## src/adc_seq_defs.svh

```systemverilog
`ifndef ADC_SEQ_DEFS_SVH
`define ADC_SEQ_DEFS_SVH

// Word addresses of the registers on the register bus
`define OFF_CONTROL_0    4'h0
`define OFF_CONTROL_1    4'h1
`define OFF_RESULT_HIGH  4'h2
`define OFF_RESULT_LOW   4'h3
`define OFF_IRQ_STATUS   4'h4
`define OFF_IRQ_MASK     4'h5

// Field positions in control word 0
`define BIT_JUSTIFY      7
`define BIT_REFERENCE    6
`define BIT_START        1
`define BIT_ENABLE       0
`define CHAN_HI          4
`define CHAN_LO          2
// Field position in control word 1
`define CLKSEL_HI        6
`define CLKSEL_LO        4

// Reset values
`define CONTROL_0_RST    8'h00
`define CONTROL_1_RST    3'h0

// Timing counts in bit conversion periods
`define CONV_PERIODS     4'd11
`define ABORT_PERIODS    4'd2
`define RESULT_BITS      10

// Internal oscillator limit and derived divide in system clocks
`define CLK_HZ           25000000
`define RC_OSC_MAX_HZ    500000
`define RC_DIV           ((`CLK_HZ + `RC_OSC_MAX_HZ - 1) / `RC_OSC_MAX_HZ)

`endif

```

## src/adc_seq_pkg.sv

```systemverilog
package adc_seq_pkg;

	// Conversion sequencer states, Gray coded along idle-convert-abort
	typedef enum logic [1:0] {
		ST_IDLE    = 2'b00,
		ST_CONVERT = 2'b01,
		ST_ABORT   = 2'b11
	} conv_state_t;

	// Settings handed to the analog sampler
	typedef struct packed {
		logic       enable;
		logic       reference;
		logic [2:0] channel;
		logic       sample;
		logic       hold;
	} analog_ctl_t;

endpackage : adc_seq_pkg

```

## src/adc_sequencer_regs.sv

```systemverilog
// The address map and the Avalon-MM register port were decided locally.
`timescale 1ns/1ps
`include "adc_seq_defs.svh"

// How it works
// - Justify bit set gives right-justified result, clear gives left.
// - Reference bit set picks the external pin, clear picks supply.
// - Three-bit channel field routes inputs zero to seven to the sampler.
// - Writing one to start bit converts; reads one until done.
// - Enable bit clear turns the converter fully off.
// - Clock field picks system divide 2..64 or internal oscillator.
// - Left format: high holds bits 9..2, low top two hold 1..0.
// - Right format: high low two hold 9..8, low holds 7..0.
// - Unimplemented control bits read as zero.
// - Result is a ten-bit code of 1024 steps.
// - On completion clear start bit, set flag, load the result.
// - A conversion takes eleven bit conversion periods.
// - Early abort keeps old result and waits two periods.
module adc_sequencer_regs (
	// Clock and reset
	input  wire logic                     i_clk,
	input  wire logic                     i_rst,
	// Avalon-MM slave
	input  wire logic [3:0]               i_address,
	input  wire logic                     i_read,
	input  wire logic                     i_write,
	input  wire logic [31:0]              i_writedata,
	output logic      [31:0]              o_readdata,
	output logic                          o_waitrequest,
	// Analog sampler and comparator
	input  wire logic                     i_cmp_out,
	output adc_seq_pkg::analog_ctl_t      o_analog,
	output logic      [9:0]               o_dac_code,
	// Interrupt
	output logic                          o_irq
);
	import adc_seq_pkg::*;

	localparam int NB = `RESULT_BITS;

	conv_state_t state_r, state_nxt;
	logic [7:0]  ctl0_r, ctl0_nxt;
	logic [2:0]  clk_sel_r, clk_sel_nxt;
	logic [9:0]  result_r, result_nxt;
	logic [9:0]  sar_r, sar_nxt;
	logic [3:0]  per_r, per_nxt;
	logic        flag_r, flag_nxt;
	logic        mask_r, mask_nxt;
	logic        resp_r, resp_nxt;
	logic [31:0] rdata_r, rdata_nxt;
	logic        tick;
	logic        wr_acc, rd_acc;
	logic        abort_req, start_req;
	logic        tick_run;

	// Tick source for the bit conversion period
	adc_tick_gen u_tick (
		.i_clk     (i_clk),
		.i_rst     (i_rst),
		.i_run     (tick_run),
		.i_clk_sel (clk_sel_r),
		.o_tick    (tick)
	);

	// Every access takes one wait cycle so read data come from a flop
	assign o_waitrequest = (i_read | i_write) & ~resp_r;
	assign wr_acc        = i_write & resp_r;
	assign rd_acc        = i_read & resp_r;

	// Start and abort requests from writes to control word 0
	assign start_req = wr_acc && i_address == `OFF_CONTROL_0
		&& i_writedata[`BIT_START] && i_writedata[`BIT_ENABLE];
	assign abort_req = wr_acc && i_address == `OFF_CONTROL_0
		&& !(i_writedata[`BIT_START] && i_writedata[`BIT_ENABLE]);
	// Abort restarts the period count so the settle lasts two whole periods
	assign tick_run  = state_r != ST_IDLE
		&& !(state_r == ST_CONVERT && abort_req);

	// Sequencer, result and register next-state logic
	always_comb begin
		state_nxt   = state_r;
		ctl0_nxt    = ctl0_r;
		clk_sel_nxt = clk_sel_r;
		result_nxt  = result_r;
		sar_nxt     = sar_r;
		per_nxt     = per_r;
		flag_nxt    = flag_r;
		mask_nxt    = mask_r;
		resp_nxt    = (i_read | i_write) & ~resp_r;
		// Software writes
		if (wr_acc) begin
			unique case (i_address)
				`OFF_CONTROL_0: begin
					ctl0_nxt = i_writedata[7:0] & 8'hDF;
				end
				`OFF_CONTROL_1: begin
					clk_sel_nxt = i_writedata[`CLKSEL_HI:`CLKSEL_LO];
				end
				`OFF_RESULT_HIGH: begin
					if (ctl0_r[`BIT_JUSTIFY]) begin
						result_nxt[9:8] = i_writedata[1:0];
					end else begin
						result_nxt[9:2] = i_writedata[7:0];
					end
				end
				`OFF_RESULT_LOW: begin
					if (ctl0_r[`BIT_JUSTIFY]) begin
						result_nxt[7:0] = i_writedata[7:0];
					end else begin
						result_nxt[1:0] = i_writedata[7:6];
					end
				end
				`OFF_IRQ_STATUS: begin
					if (i_writedata[0]) flag_nxt = 1'b0;
				end
				`OFF_IRQ_MASK: begin
					mask_nxt = i_writedata[0];
				end
				default: begin
				end
			endcase
		end
		// Start bit without enable cannot run
		if (!ctl0_nxt[`BIT_ENABLE]) begin
			ctl0_nxt[`BIT_START] = 1'b0;
		end
		unique case (state_r)
			ST_IDLE: begin
				if (start_req) begin
					state_nxt = ST_CONVERT;
					sar_nxt   = 10'h200;
					per_nxt   = 4'h0;
				end
			end
			ST_CONVERT: begin
				if (abort_req || !ctl0_nxt[`BIT_ENABLE]) begin
					// Old result kept; settle before next acquisition
					state_nxt = ST_ABORT;
					per_nxt   = 4'h0;
				end else if (tick) begin
					per_nxt = per_r + 4'h1;
					if (per_r >= 4'h1 && per_r <= 4'(NB)) begin
						// One bit resolved per period, MSB first
						sar_nxt = sar_r;
						if (!i_cmp_out) begin
							sar_nxt[4'(NB) - per_r] = 1'b0;
						end
						if (per_r != 4'(NB)) begin
							sar_nxt[4'(NB) - per_r - 4'h1] = 1'b1;
						end
					end
					if (per_r == `CONV_PERIODS - 4'h1) begin
						state_nxt = ST_IDLE;
						result_nxt = sar_nxt;
						ctl0_nxt[`BIT_START] = 1'b0;
						flag_nxt  = 1'b1;
					end
				end
			end
			ST_ABORT: begin
				// No start is taken while settling, so busy never lies
				ctl0_nxt[`BIT_START] = 1'b0;
				if (tick) begin
					per_nxt = per_r + 4'h1;
					if (per_r == `ABORT_PERIODS - 4'h1) begin
						state_nxt = ST_IDLE;
					end
				end
			end
			default: begin
				state_nxt = ST_IDLE;
			end
		endcase
	end

	// Read mux, with justified result and zero for unused bits; loaded in
	// the wait cycle so the data already stand when waitrequest drops
	always_comb begin
		rdata_nxt = 32'h0000_0000;
		if (i_read && !resp_r) begin
			unique case (i_address)
				`OFF_CONTROL_0:   rdata_nxt[7:0] = ctl0_r;
				`OFF_CONTROL_1:   rdata_nxt[6:4] = clk_sel_r;
				`OFF_RESULT_HIGH: rdata_nxt[7:0] = ctl0_r[`BIT_JUSTIFY]
					? {6'h00, result_r[9:8]}
					: result_r[9:2];
				`OFF_RESULT_LOW:  rdata_nxt[7:0] = ctl0_r[`BIT_JUSTIFY]
					? result_r[7:0]
					: {result_r[1:0], 6'h00};
				`OFF_IRQ_STATUS:  rdata_nxt[0] = flag_r;
				`OFF_IRQ_MASK:    rdata_nxt[0] = mask_r;
				default:          rdata_nxt = 32'h0000_0000;
			endcase
		end
	end

	// State registers
	always_ff @(posedge i_clk) begin
		if (i_rst) begin
			state_r   <= ST_IDLE;
			ctl0_r    <= `CONTROL_0_RST;
			clk_sel_r <= `CONTROL_1_RST;
			result_r  <= 10'h000;
			sar_r     <= 10'h000;
			per_r     <= 4'h0;
			flag_r    <= 1'b0;
			mask_r    <= 1'b0;
			resp_r    <= 1'b0;
			rdata_r   <= 32'h0000_0000;
		end else begin
			state_r   <= state_nxt;
			ctl0_r    <= ctl0_nxt;
			clk_sel_r <= clk_sel_nxt;
			result_r  <= result_nxt;
			sar_r     <= sar_nxt;
			per_r     <= per_nxt;
			flag_r    <= flag_nxt;
			mask_r    <= mask_nxt;
			resp_r    <= resp_nxt;
			rdata_r   <= rdata_nxt;
		end
	end

	// Outputs to the sampler; idle with enable set means acquiring
	always_comb begin
		o_analog.enable    = ctl0_r[`BIT_ENABLE];
		o_analog.reference = ctl0_r[`BIT_REFERENCE];
		o_analog.channel   = ctl0_r[`CHAN_HI:`CHAN_LO];
		o_analog.sample    = ctl0_r[`BIT_ENABLE] && state_r == ST_IDLE;
		o_analog.hold      = state_r == ST_CONVERT;
	end
	assign o_dac_code = sar_r;
	assign o_readdata = rdata_r;
	assign o_irq      = flag_r & mask_r;

	// Completion clears the busy bit and raises the flag together
	a_done_sets_flag: assert property (
		@(posedge i_clk) disable iff (i_rst)
		state_r == ST_CONVERT && state_nxt == ST_IDLE |=>
		flag_r && !ctl0_r[`BIT_START])
		else $error("completion did not set flag or clear start");

	a_irq_level: assert property (
		@(posedge i_clk) disable iff (i_rst)
		o_irq == (flag_r && mask_r))
		else $error("interrupt output wrong");

	// Control 1 readback keeps its unused bits low as well
	a_reserved_zero: assert property (
		@(posedge i_clk) disable iff (i_rst)
		!ctl0_r[5] && rdata_r[31:8] == 24'h000000
		&& (!rd_acc || i_address != `OFF_CONTROL_1
		|| (!rdata_r[7] && rdata_r[3:0] == 4'h0)))
		else $error("unimplemented bit not zero");

	a_abort_keeps: assert property (
		@(posedge i_clk) disable iff (i_rst)
		state_r == ST_ABORT |=> $stable(result_r) || $past(wr_acc))
		else $error("abort changed result");

	a_off_no_run: assert property (
		@(posedge i_clk) disable iff (i_rst)
		!ctl0_r[`BIT_ENABLE] |-> !ctl0_r[`BIT_START] && !o_analog.sample)
		else $error("converter runs while disabled");

	a_start_busy: assert property (
		@(posedge i_clk) disable iff (i_rst)
		state_r == ST_IDLE && start_req |=>
		state_r == ST_CONVERT && ctl0_r[`BIT_START])
		else $error("start did not begin conversion");

	a_eleven_periods: assert property (
		@(posedge i_clk) disable iff (i_rst)
		state_r == ST_CONVERT && state_nxt == ST_IDLE |->
		per_r == 4'hA && tick)
		else $error("conversion length wrong");

	// Read data stand in the cycle in which the bus takes them
	a_right_high: assert property (
		@(posedge i_clk) disable iff (i_rst)
		rd_acc && i_address == `OFF_RESULT_HIGH && ctl0_r[`BIT_JUSTIFY] |->
		o_readdata[7:2] == 6'h00)
		else $error("right justified high byte wrong");

	a_left_low: assert property (
		@(posedge i_clk) disable iff (i_rst)
		rd_acc && i_address == `OFF_RESULT_LOW && !ctl0_r[`BIT_JUSTIFY] |->
		o_readdata[5:0] == 6'h00)
		else $error("left justified low byte wrong");

	// A new conversion always opens with the mid-scale trial
	a_first_trial: assert property (
		@(posedge i_clk) disable iff (i_rst)
		state_r == ST_IDLE && start_req |=> o_dac_code == 10'h200)
		else $error("first trial code wrong");

	// The flag only ever rises out of a finished conversion
	a_flag_from_done: assert property (
		@(posedge i_clk) disable iff (i_rst)
		$rose(flag_r) |-> $past(state_r) == ST_CONVERT)
		else $error("flag set outside completion");

	// Stopping early leaves the stored result alone and drops busy
	a_abort_entry: assert property (
		@(posedge i_clk) disable iff (i_rst)
		state_r == ST_CONVERT && state_nxt == ST_ABORT |=>
		$stable(result_r) && !ctl0_r[`BIT_START])
		else $error("abort updated result or left busy set");

	// Settling needs a second period after the first tick
	a_abort_two: assert property (
		@(posedge i_clk) disable iff (i_rst)
		state_r == ST_ABORT && tick && per_r == 4'h0 |=>
		state_r == ST_ABORT)
		else $error("abort settle shorter than two periods");

endmodule : adc_sequencer_regs

```

## src/adc_tick_gen.sv

```systemverilog
`timescale 1ns/1ps
`include "adc_seq_defs.svh"

// Produces one pulse per bit conversion period from the chosen source
module adc_tick_gen (
	// Clock and reset
	input  wire logic       i_clk,
	input  wire logic       i_rst,
	// Control
	input  wire logic       i_run,
	input  wire logic [2:0] i_clk_sel,
	// Tick out
	output logic            o_tick
);

	logic [6:0] cnt_r;
	logic [6:0] cnt_nxt;
	logic [6:0] limit;

	// Decode the clock select code to a divide ratio
	function automatic logic [6:0] div_of(input logic [2:0] sel);
		unique case (sel)
			3'h0: div_of = 7'h02;
			3'h4: div_of = 7'h04;
			3'h1: div_of = 7'h08;
			3'h5: div_of = 7'h10;
			3'h2: div_of = 7'h20;
			3'h6: div_of = 7'h40;
			default: div_of = 7'(`RC_DIV); // Stand-in for the RC oscillator
		endcase
	endfunction : div_of

	// Count up to the divide ratio while running
	always_comb begin
		limit   = div_of(i_clk_sel);
		cnt_nxt = cnt_r;
		o_tick  = 1'b0;
		if (!i_run) begin
			cnt_nxt = 7'h00;
		end else if (cnt_r == limit - 7'h01) begin
			cnt_nxt = 7'h00;
			o_tick  = 1'b1;
		end else begin
			cnt_nxt = cnt_r + 7'h01;
		end
	end

	always_ff @(posedge i_clk) begin
		if (i_rst) begin
			cnt_r <= 7'h00;
		end else begin
			cnt_r <= cnt_nxt;
		end
	end

endmodule : adc_tick_gen

```

## config.mk

```make
export PLATFORM = sky130hd
export DESIGN_NAME = adc_sequencer_regs
export DESIGN_NICKNAME = d
export VERILOG_FILES = /design/src/adc_seq_pkg.sv /design/src/adc_sequencer_regs.sv /design/src/adc_tick_gen.sv
export VERILOG_INCLUDE_DIRS = /design/src
export SDC_FILE = /design/constraint.sdc
export NUM_CORES = 1
export LEC_CHECK = 0
export ABC_AREA = 1
export BUFFER_PORTS_ARGS = -buffer_cell sky130_fd_sc_hd__buf_2
export CAP_MARGIN = 30
export CORE_ASPECT_RATIO = 1.4
export CORE_MARGIN = 2
export CORE_UTILIZATION = 41
export CTS_CLUSTER_DIAMETER = 150
export DETAILED_ROUTE_END_ITERATION = 16
export GPL_ROUTABILITY_DRIVEN = 0
export HOLD_SLACK_MARGIN = 0.05
export SYNTH_ARGS = -nofsm -noshare
export SYNTH_HDL_FRONTEND = slang
export SYNTH_SLANG_ARGS = --single-unit
```

## constraint.sdc

```tcl
create_clock -name i_clk -period 6.15 [get_ports i_clk]
set_input_delay 0.615 -clock i_clk [delete_from_list [all_inputs] [get_ports i_clk]]
set_output_delay 0.615 -clock i_clk [all_outputs]
set_load 0.03 [all_outputs]
```

==> flow_summary.toml, run 1 <==
[synth]
ys.flop_type = "dfxtp_1"
synth.avg_cell_area_sq_um = 6.170
synth-edff-count = 0
ys_seq_area_share_pct = 28.63
synth-async-reset-ratio_pct = 0
synth_compound_area_share_pct = 13.32
synthAdderAreaFrac_pct = 2.319
ys_ff_latch = 54
synthCells = 612
synth_top_family_by_area = "simple AND/OR/NAND/NOR gates"
syn_area_sq_um = 3776
synth_warnings = 0
yosysUniqueCellTypes = 38
synth_xor_area_share_pct = 1.160
synth-simple-area-share_pct = 39.07
synthMuxAreaShare_pct = 0

[finish]
syn2layout_area_growth_pct = 8.052
num_antenna_cells = 0
layout-drive-gt1-share_pct = 12.42
nFillCells = 969
multi_input_area_sq_um = 2200
final_common_cell = "nand2_1"
final_cell_mix = "nand2_1, nor2_1, inv_1"
layout.nets = 691
register_area_sq_um = 1081

[run]
drv_cap = 0

[critical_path]
required_ns = 6.39
cp_common_cell = "nand2_1"
path_max_fanout = 19
slowest_stage = "dfxtp_1"
cp_cell_sequence = "inv_2 > nand2_1 > nand2_1 > ha_1 > nand2_1 > nand3_1 > nor2_1 > nand3_1 > nor2_2 > nand3_2 > nand2_4 > nand2_1 > nand2_1 > nand2_1 > nor2_1"
path_class = "reg -> reg"
cp-end-kind = "register"
cp_slowest_stage_delay_ns = 0.43
worstSetupStartpointType = "register"
crit_arrival_ns = 2.60

[power]
ir_drop_v = 0.0001177
p_leak_nw = 1.975
power.density_nw_per_um2 = 173.9

[clock_tree]
clockBufferDepth = 2
cts_resized = 0
clkLatencyLatePin_ns = 0.30
cts_tree = "yes"
cts_made_buffers = 5
postCtsSetupBuffers = 0
root_buffer = "clkbuf_16"
cts_sinks = 54
h-tree-depth = 2
cts_hold_buf = 0
clkTransAtPathRegs_ns = 0.07

[routing]
vias = 3729
drtIter0Drc = 181
final_antenna_net_count = 0
totalWireLength_um = 9518
post_drt_wl_per_cell_um = 12.67
via_per_inst = 4.965
drc_errors = 0
drt_pass1_iterations = 5

[status]
outcome = "complete, no violations"

[sta]
tightest_slew_ns = 0.9604
fin_crit_sh_pct = 38.45
hold_viol = 0
fin_ws_ns = 3.785
slew_headroom_pct = 35.90
slew_viol_final = 0
period_needed_ns = 2.365
fin_setup_tns_ns = 0
fmax_mhz = 422.9
setup_violations = 0
rsz0062_at_grt = "false"
fin_skew_ns = 0.005271

[floorplanning]
dieArea_sq_um = 10000
rows = 41
start_util_pct = 42.06
dieHeight_um = 117.6
core_area_sq_um = 8977
die_width_um = 85.11
io_pins = 92

[min_path]
hp-class = "reg -> reg"

[global_route]
antenna_found_initial = 0
grt_use_total_pct = 18.70
overflow = 0
grt_first_pass_wirelength_um = 15350
grt_max_degree = 32
grt_pass1_vias = 3283

[place]
pre_cts_slack_ns = 3.717
io_buffers = 43
hpwl_um = 7427
## worst paths after layout
kind,from,endpoint,slack [ns],cells past startpoint
setup / recovery,clk_sel_r[1],o_dac_code[9],3.79,15
hold / removal,mask_r,mask_r,0.47,2
setup reg to reg,clk_sel_r[1],o_dac_code[9],3.79,15
hold reg to reg,mask_r,mask_r,0.47,2
## cell families (layout without fill, tap and decap cells)
family	after synthesis	after routing
DFF	54	54
xor gates and xnor gates	5	5
and+or+nand+nor	336	336
adders and majority gates	7	7
buffers and inverters	121	130
AOI/OAI and AO/OA	88	88
other	1	24
## state kept, by name (all words and copies together), names as in the netlist
register      flops
state_r           2
resp_r            1
flag_r            1
o_readdata        8
result_r         10
clk_sel_r         3
o_dac_code       10
u_tick.cnt_r      7
mask_r            1
ctl0_r            7
per_r             4
## cells in the mapped netlist (3+ instances only)
cell type / count / area [sq um]
nand2_1: 169 / 634.4
nor2_1: 79 / 296.5
inv_1: 71 / 266.5
dfxtp_1: 54 / 1081
nand3_1: 49 / 245.2
a21oi_1: 44 / 220.2
buf_4: 30 / 225.2
o21ai_0: 20 / 100.1
nand4_1: 10 / 62.56
clkbuf_1: 9 / 33.78
o22ai_1: 8 / 50.05
ha_1: 7 / 87.58
nand2_2: 6 / 37.54
nor2_2: 6 / 37.54
inv_2: 5 / 18.77
nor2_4: 4 / 45.04
o21ai_1: 4 / 20.02
o221ai_1: 4 / 35.03
xor2_1: 4 / 35.03
clkinv_1: 3 / 11.26
nand2_4: 3 / 33.78
nor3_1: 3 / 15.01
## power by group
part           switching, W  leakage [nW]  internal (W)
clock network      0.000138        0.0759      0.000155
logic             0.0000505          1.46     0.0000127
registers        0.00000182         0.435      0.000351
## through the flow
step	cells	hold WS, ns	util, %	total power [W]	cell area [sq um]
2_1_floorplan	635	0.4302	-	0.0004188	3862
3_3_place_gp	743	0.4500	43.74	0.0004234	3926
3_5_place_dp	743	0.4578	43.74	0.0004239	3926
4_1_cts	751	0.4693	45.45	0.0007219	4080
5_1_grt	751	0.5069	45.45	0.0007381	4080
6_report	751	0.4747	45.45	0.0007097	4080
## per-layer routing
layer / wire [um] / GRT usage, % / part of all wire (%) / vias to the layer above
met3: 524 / 2.665 / 5.5 / 23
met5: 0 / 0 / 0 / -
met4: 304 / 8.036 / 3.2 / 0
met1: 4089 / 22.95 / 43 / 1613
li1: - / - / - / 1967
met2: 4601 / 32.03 / 48 / 126
## worst max-delay path: cells and delay by family (launching register included)
kind	cells	cell delay (ns)
adders and majority gates	1	0.31
buffers and inverters	1	0.10
DFF	1	0.43
and+or+nand+nor	13	1.47
## cell type report
class	count	share of cell area, %
Multi-Input combinational cell	460	53.91
Sequential cell	54	26.50
Inverter	79	7.268
Timing Repair Buffer	43	5.274
Tap cell	107	3.281
Clock buffer	5	3.067
Clock inverter	3	0.7053
Note: power is estimated with default switching activity, not from simulation.
==> inputs of run 2 (changes only) <==
--- a/config.mk
+++ b/config.mk
@@ -16,6 +16,7 @@
 export DETAILED_ROUTE_END_ITERATION = 16
 export GPL_ROUTABILITY_DRIVEN = 0
 export HOLD_SLACK_MARGIN = 0.05
+export PLACE_DENSITY = 0.66
 export SYNTH_ARGS = -nofsm -noshare
 export SYNTH_HDL_FRONTEND = slang
 export SYNTH_SLANG_ARGS = --single-unit
==> constraint.sdc (replaced) <==
create_clock -name i_clk -period 2.15 [get_ports i_clk]
set_input_delay 0.215 -clock i_clk [delete_from_list [all_inputs] [get_ports i_clk]]
set_output_delay 0.215 -clock i_clk [all_outputs]
set_load 0.03 [all_outputs]
==> run 2 against run 1 <==
  * Fmax is 12% higher
  * Sequential cell count stayed put
  * First-iteration DRC count is 21% higher
  * Critical path depth is 1 higher
  * Highest routed layer unchanged
==> flow_summary.toml, run 2 (synthesis gave the netlist of run 1 again) <==
[status]
outcome = "complete, no violations"

[critical_path]
worst-path-buf-inv = 2
cp_cell_sequence = "o21ai_4 > nand2_2 > ha_4 > inv_2 > nand2_2 > nand3_2 > nor2_1 > nand3_1 > nor2_2 > nand3_2 > nand2_4 > buf_4 > nand2_2 > nand2_2 > nand2_1 > nor2_1"
worstSetupStartpointType = "register"
crit_arrival_ns = 2.34
path_class = "reg -> reg"
path_max_fanout = 4
cp_common_cell = "nand2_2"
slowest_stage = "dfxtp_4"
cp-end-kind = "register"
required_ns = 2.39
cp_slowest_stage_delay_ns = 0.37
crit_family = "simple AND/OR/NAND/NOR gates"

[global_route]
grt_first_pass_wirelength_um = 15800
grt_use_total_pct = 18.93
grt_max_degree = 24
overflow = 0
antenna_found_initial = 0
grt_pass1_vias = 3529

[floorplanning]
io_pins = 92
dieArea_sq_um = 10000
dieHeight_um = 117.6
die_width_um = 85.11
rows = 41
core_area_sq_um = 8977
start_util_pct = 42.06

[routing]
vias = 3919
drt_pass1_iterations = 4
post_drt_wl_per_cell_um = 12.64
drc_errors = 0
final_antenna_net_count = 0
totalWireLength_um = 9894
via_per_inst = 5.005
drtIter0Drc = 219

[sta]
fin_crit_sh_pct = 97.78
setup_violations = 0
period_needed_ns = 2.102
slew_viol_final = 0
rsz0062_at_grt = "true"
fmax_mhz = 475.7
fin_skew_ns = 0.008567
hold_viol = 0

[finish]
final_common_cell = "nand2_1"
register_area_sq_um = 1091
final_cell_mix = "nand2_1, nor2_1, inv_1"
multi_input_area_sq_um = 2382
nFillCells = 890
layout-drive-gt1-share_pct = 22.78
num_antenna_cells = 0
final_area_sq_um = 4557
syn2layout_area_growth_pct = 20.68
layout.nets = 723

[power]
p_sw_w = 0.0005267
p_total_w = 0.002162
clkPwrFrac_pct = 44.4
switching_share_pct = 24.37
ir_drop_v = 0.0005352
seqPwrFrac_pct = 46.6
power.density_nw_per_um2 = 474.4
p_comb_share_pct = 9.1
p_leak_nw = 2.164
cellInternalPower_w = 0.001635

[place]
hpwl_um = 7420
io_buffers = 43
place_area_sq_um = 4114

[clock_tree]
cts_hold_buf = 0
clkTransAtPathRegs_ns = 0.07
root_buffer = "clkbuf_16"
cts_tree = "yes"
clockBufferDepth = 2
cts_made_buffers = 5
cts_sinks = 54
clkLatencyLatePin_ns = 0.30
h-tree-depth = 2

[run]
drv_cap = 0

[min_path]
hp-class = "in -> reg"
## run 2: power by group through the flow
stage | Sequential, W | Clock, W | Combinational [W]
floorplan | 0.00103 | 0 | 0.000166
global placement | 0.00103 | 0 | 0.000186
detailed placement | 0.00103 | 0 | 0.000187
CTS | 0.00101 | 0.000991 | 0.000189
global route | 0.00101 | 0.00102 | 0.000213
finish | 0.00101 | 0.000959 | 0.000196
## run 2: repair_timing
item / in CTS / in global routing
pin swaps: 1 / 27
resized for setup: 3 / 53
setup buffers: 4 / 2
gates cloned: 0 / 1
endpoints found under the setup margin: 12 / 33
## run 2: final cells by class
type                            instances  share of cell area, %
Clock buffer                            6                  3.048
Clock inverter                          2                 0.8512
Inverter                               79                  6.507
Multi-Input combinational cell        461                  52.28
Sequential cell                        54                  23.94
Tap cell                              107                  2.938
Timing Repair Buffer                   74                  10.43
## run 2: worst paths after layout
path                       start            end  slack, ns  depth (start not counted)
hold / removal    i_writedata[7]      ctl0_r[7]       0.22                          3
setup reg to reg    clk_sel_r[1]  o_dac_code[9]       0.05                         16
hold reg to reg           mask_r         mask_r       0.47                          2
setup / recovery    clk_sel_r[1]  o_dac_code[9]       0.05                         16
## run 2: per-layer routing
metal  vias to the layer above  track usage, %  part of all wire, %
met1                      1745           22.25                   42
met3                        15           3.015                  5.0
met2                       126           34.18                   51
met4                         0           6.448                  2.2
li1                       2033               -                    -
met5                         -               0                    0
## run 2: worst register-to-register path, delay by kind of cell (launching register included)
family / cells / cell delay (ns)
and+or+nand+nor: 12 / 1.12
DFF: 1 / 0.37
adders and majority gates: 1 / 0.27
buffers and inverters: 2 / 0.16
AOI/OAI and AO/OA: 1 / 0.14
## run 2: per-stage QoR
| step | worst slack, ns | cells | util (%) | hold WS, ns | setup TNS (ns) |
|---|---|---|---|---|---|
| after floorplan | 0.1138 | 635 | - | 0.3850 | 0 |
| after CTS | 0.008507 | 780 | 48.33 | 0.2180 | 0 |
| after global routing | -0.1285 | 783 | 50.76 | 0.2312 | -2.131 |
| after global placement | 0.01522 | 768 | 45.83 | 0.4514 | 0 |
| after detailed placement | -0.04804 | 768 | 45.83 | 0.4576 | -0.3119 |
| final | 0.04780 | 783 | 50.76 | 0.2236 | 0 |
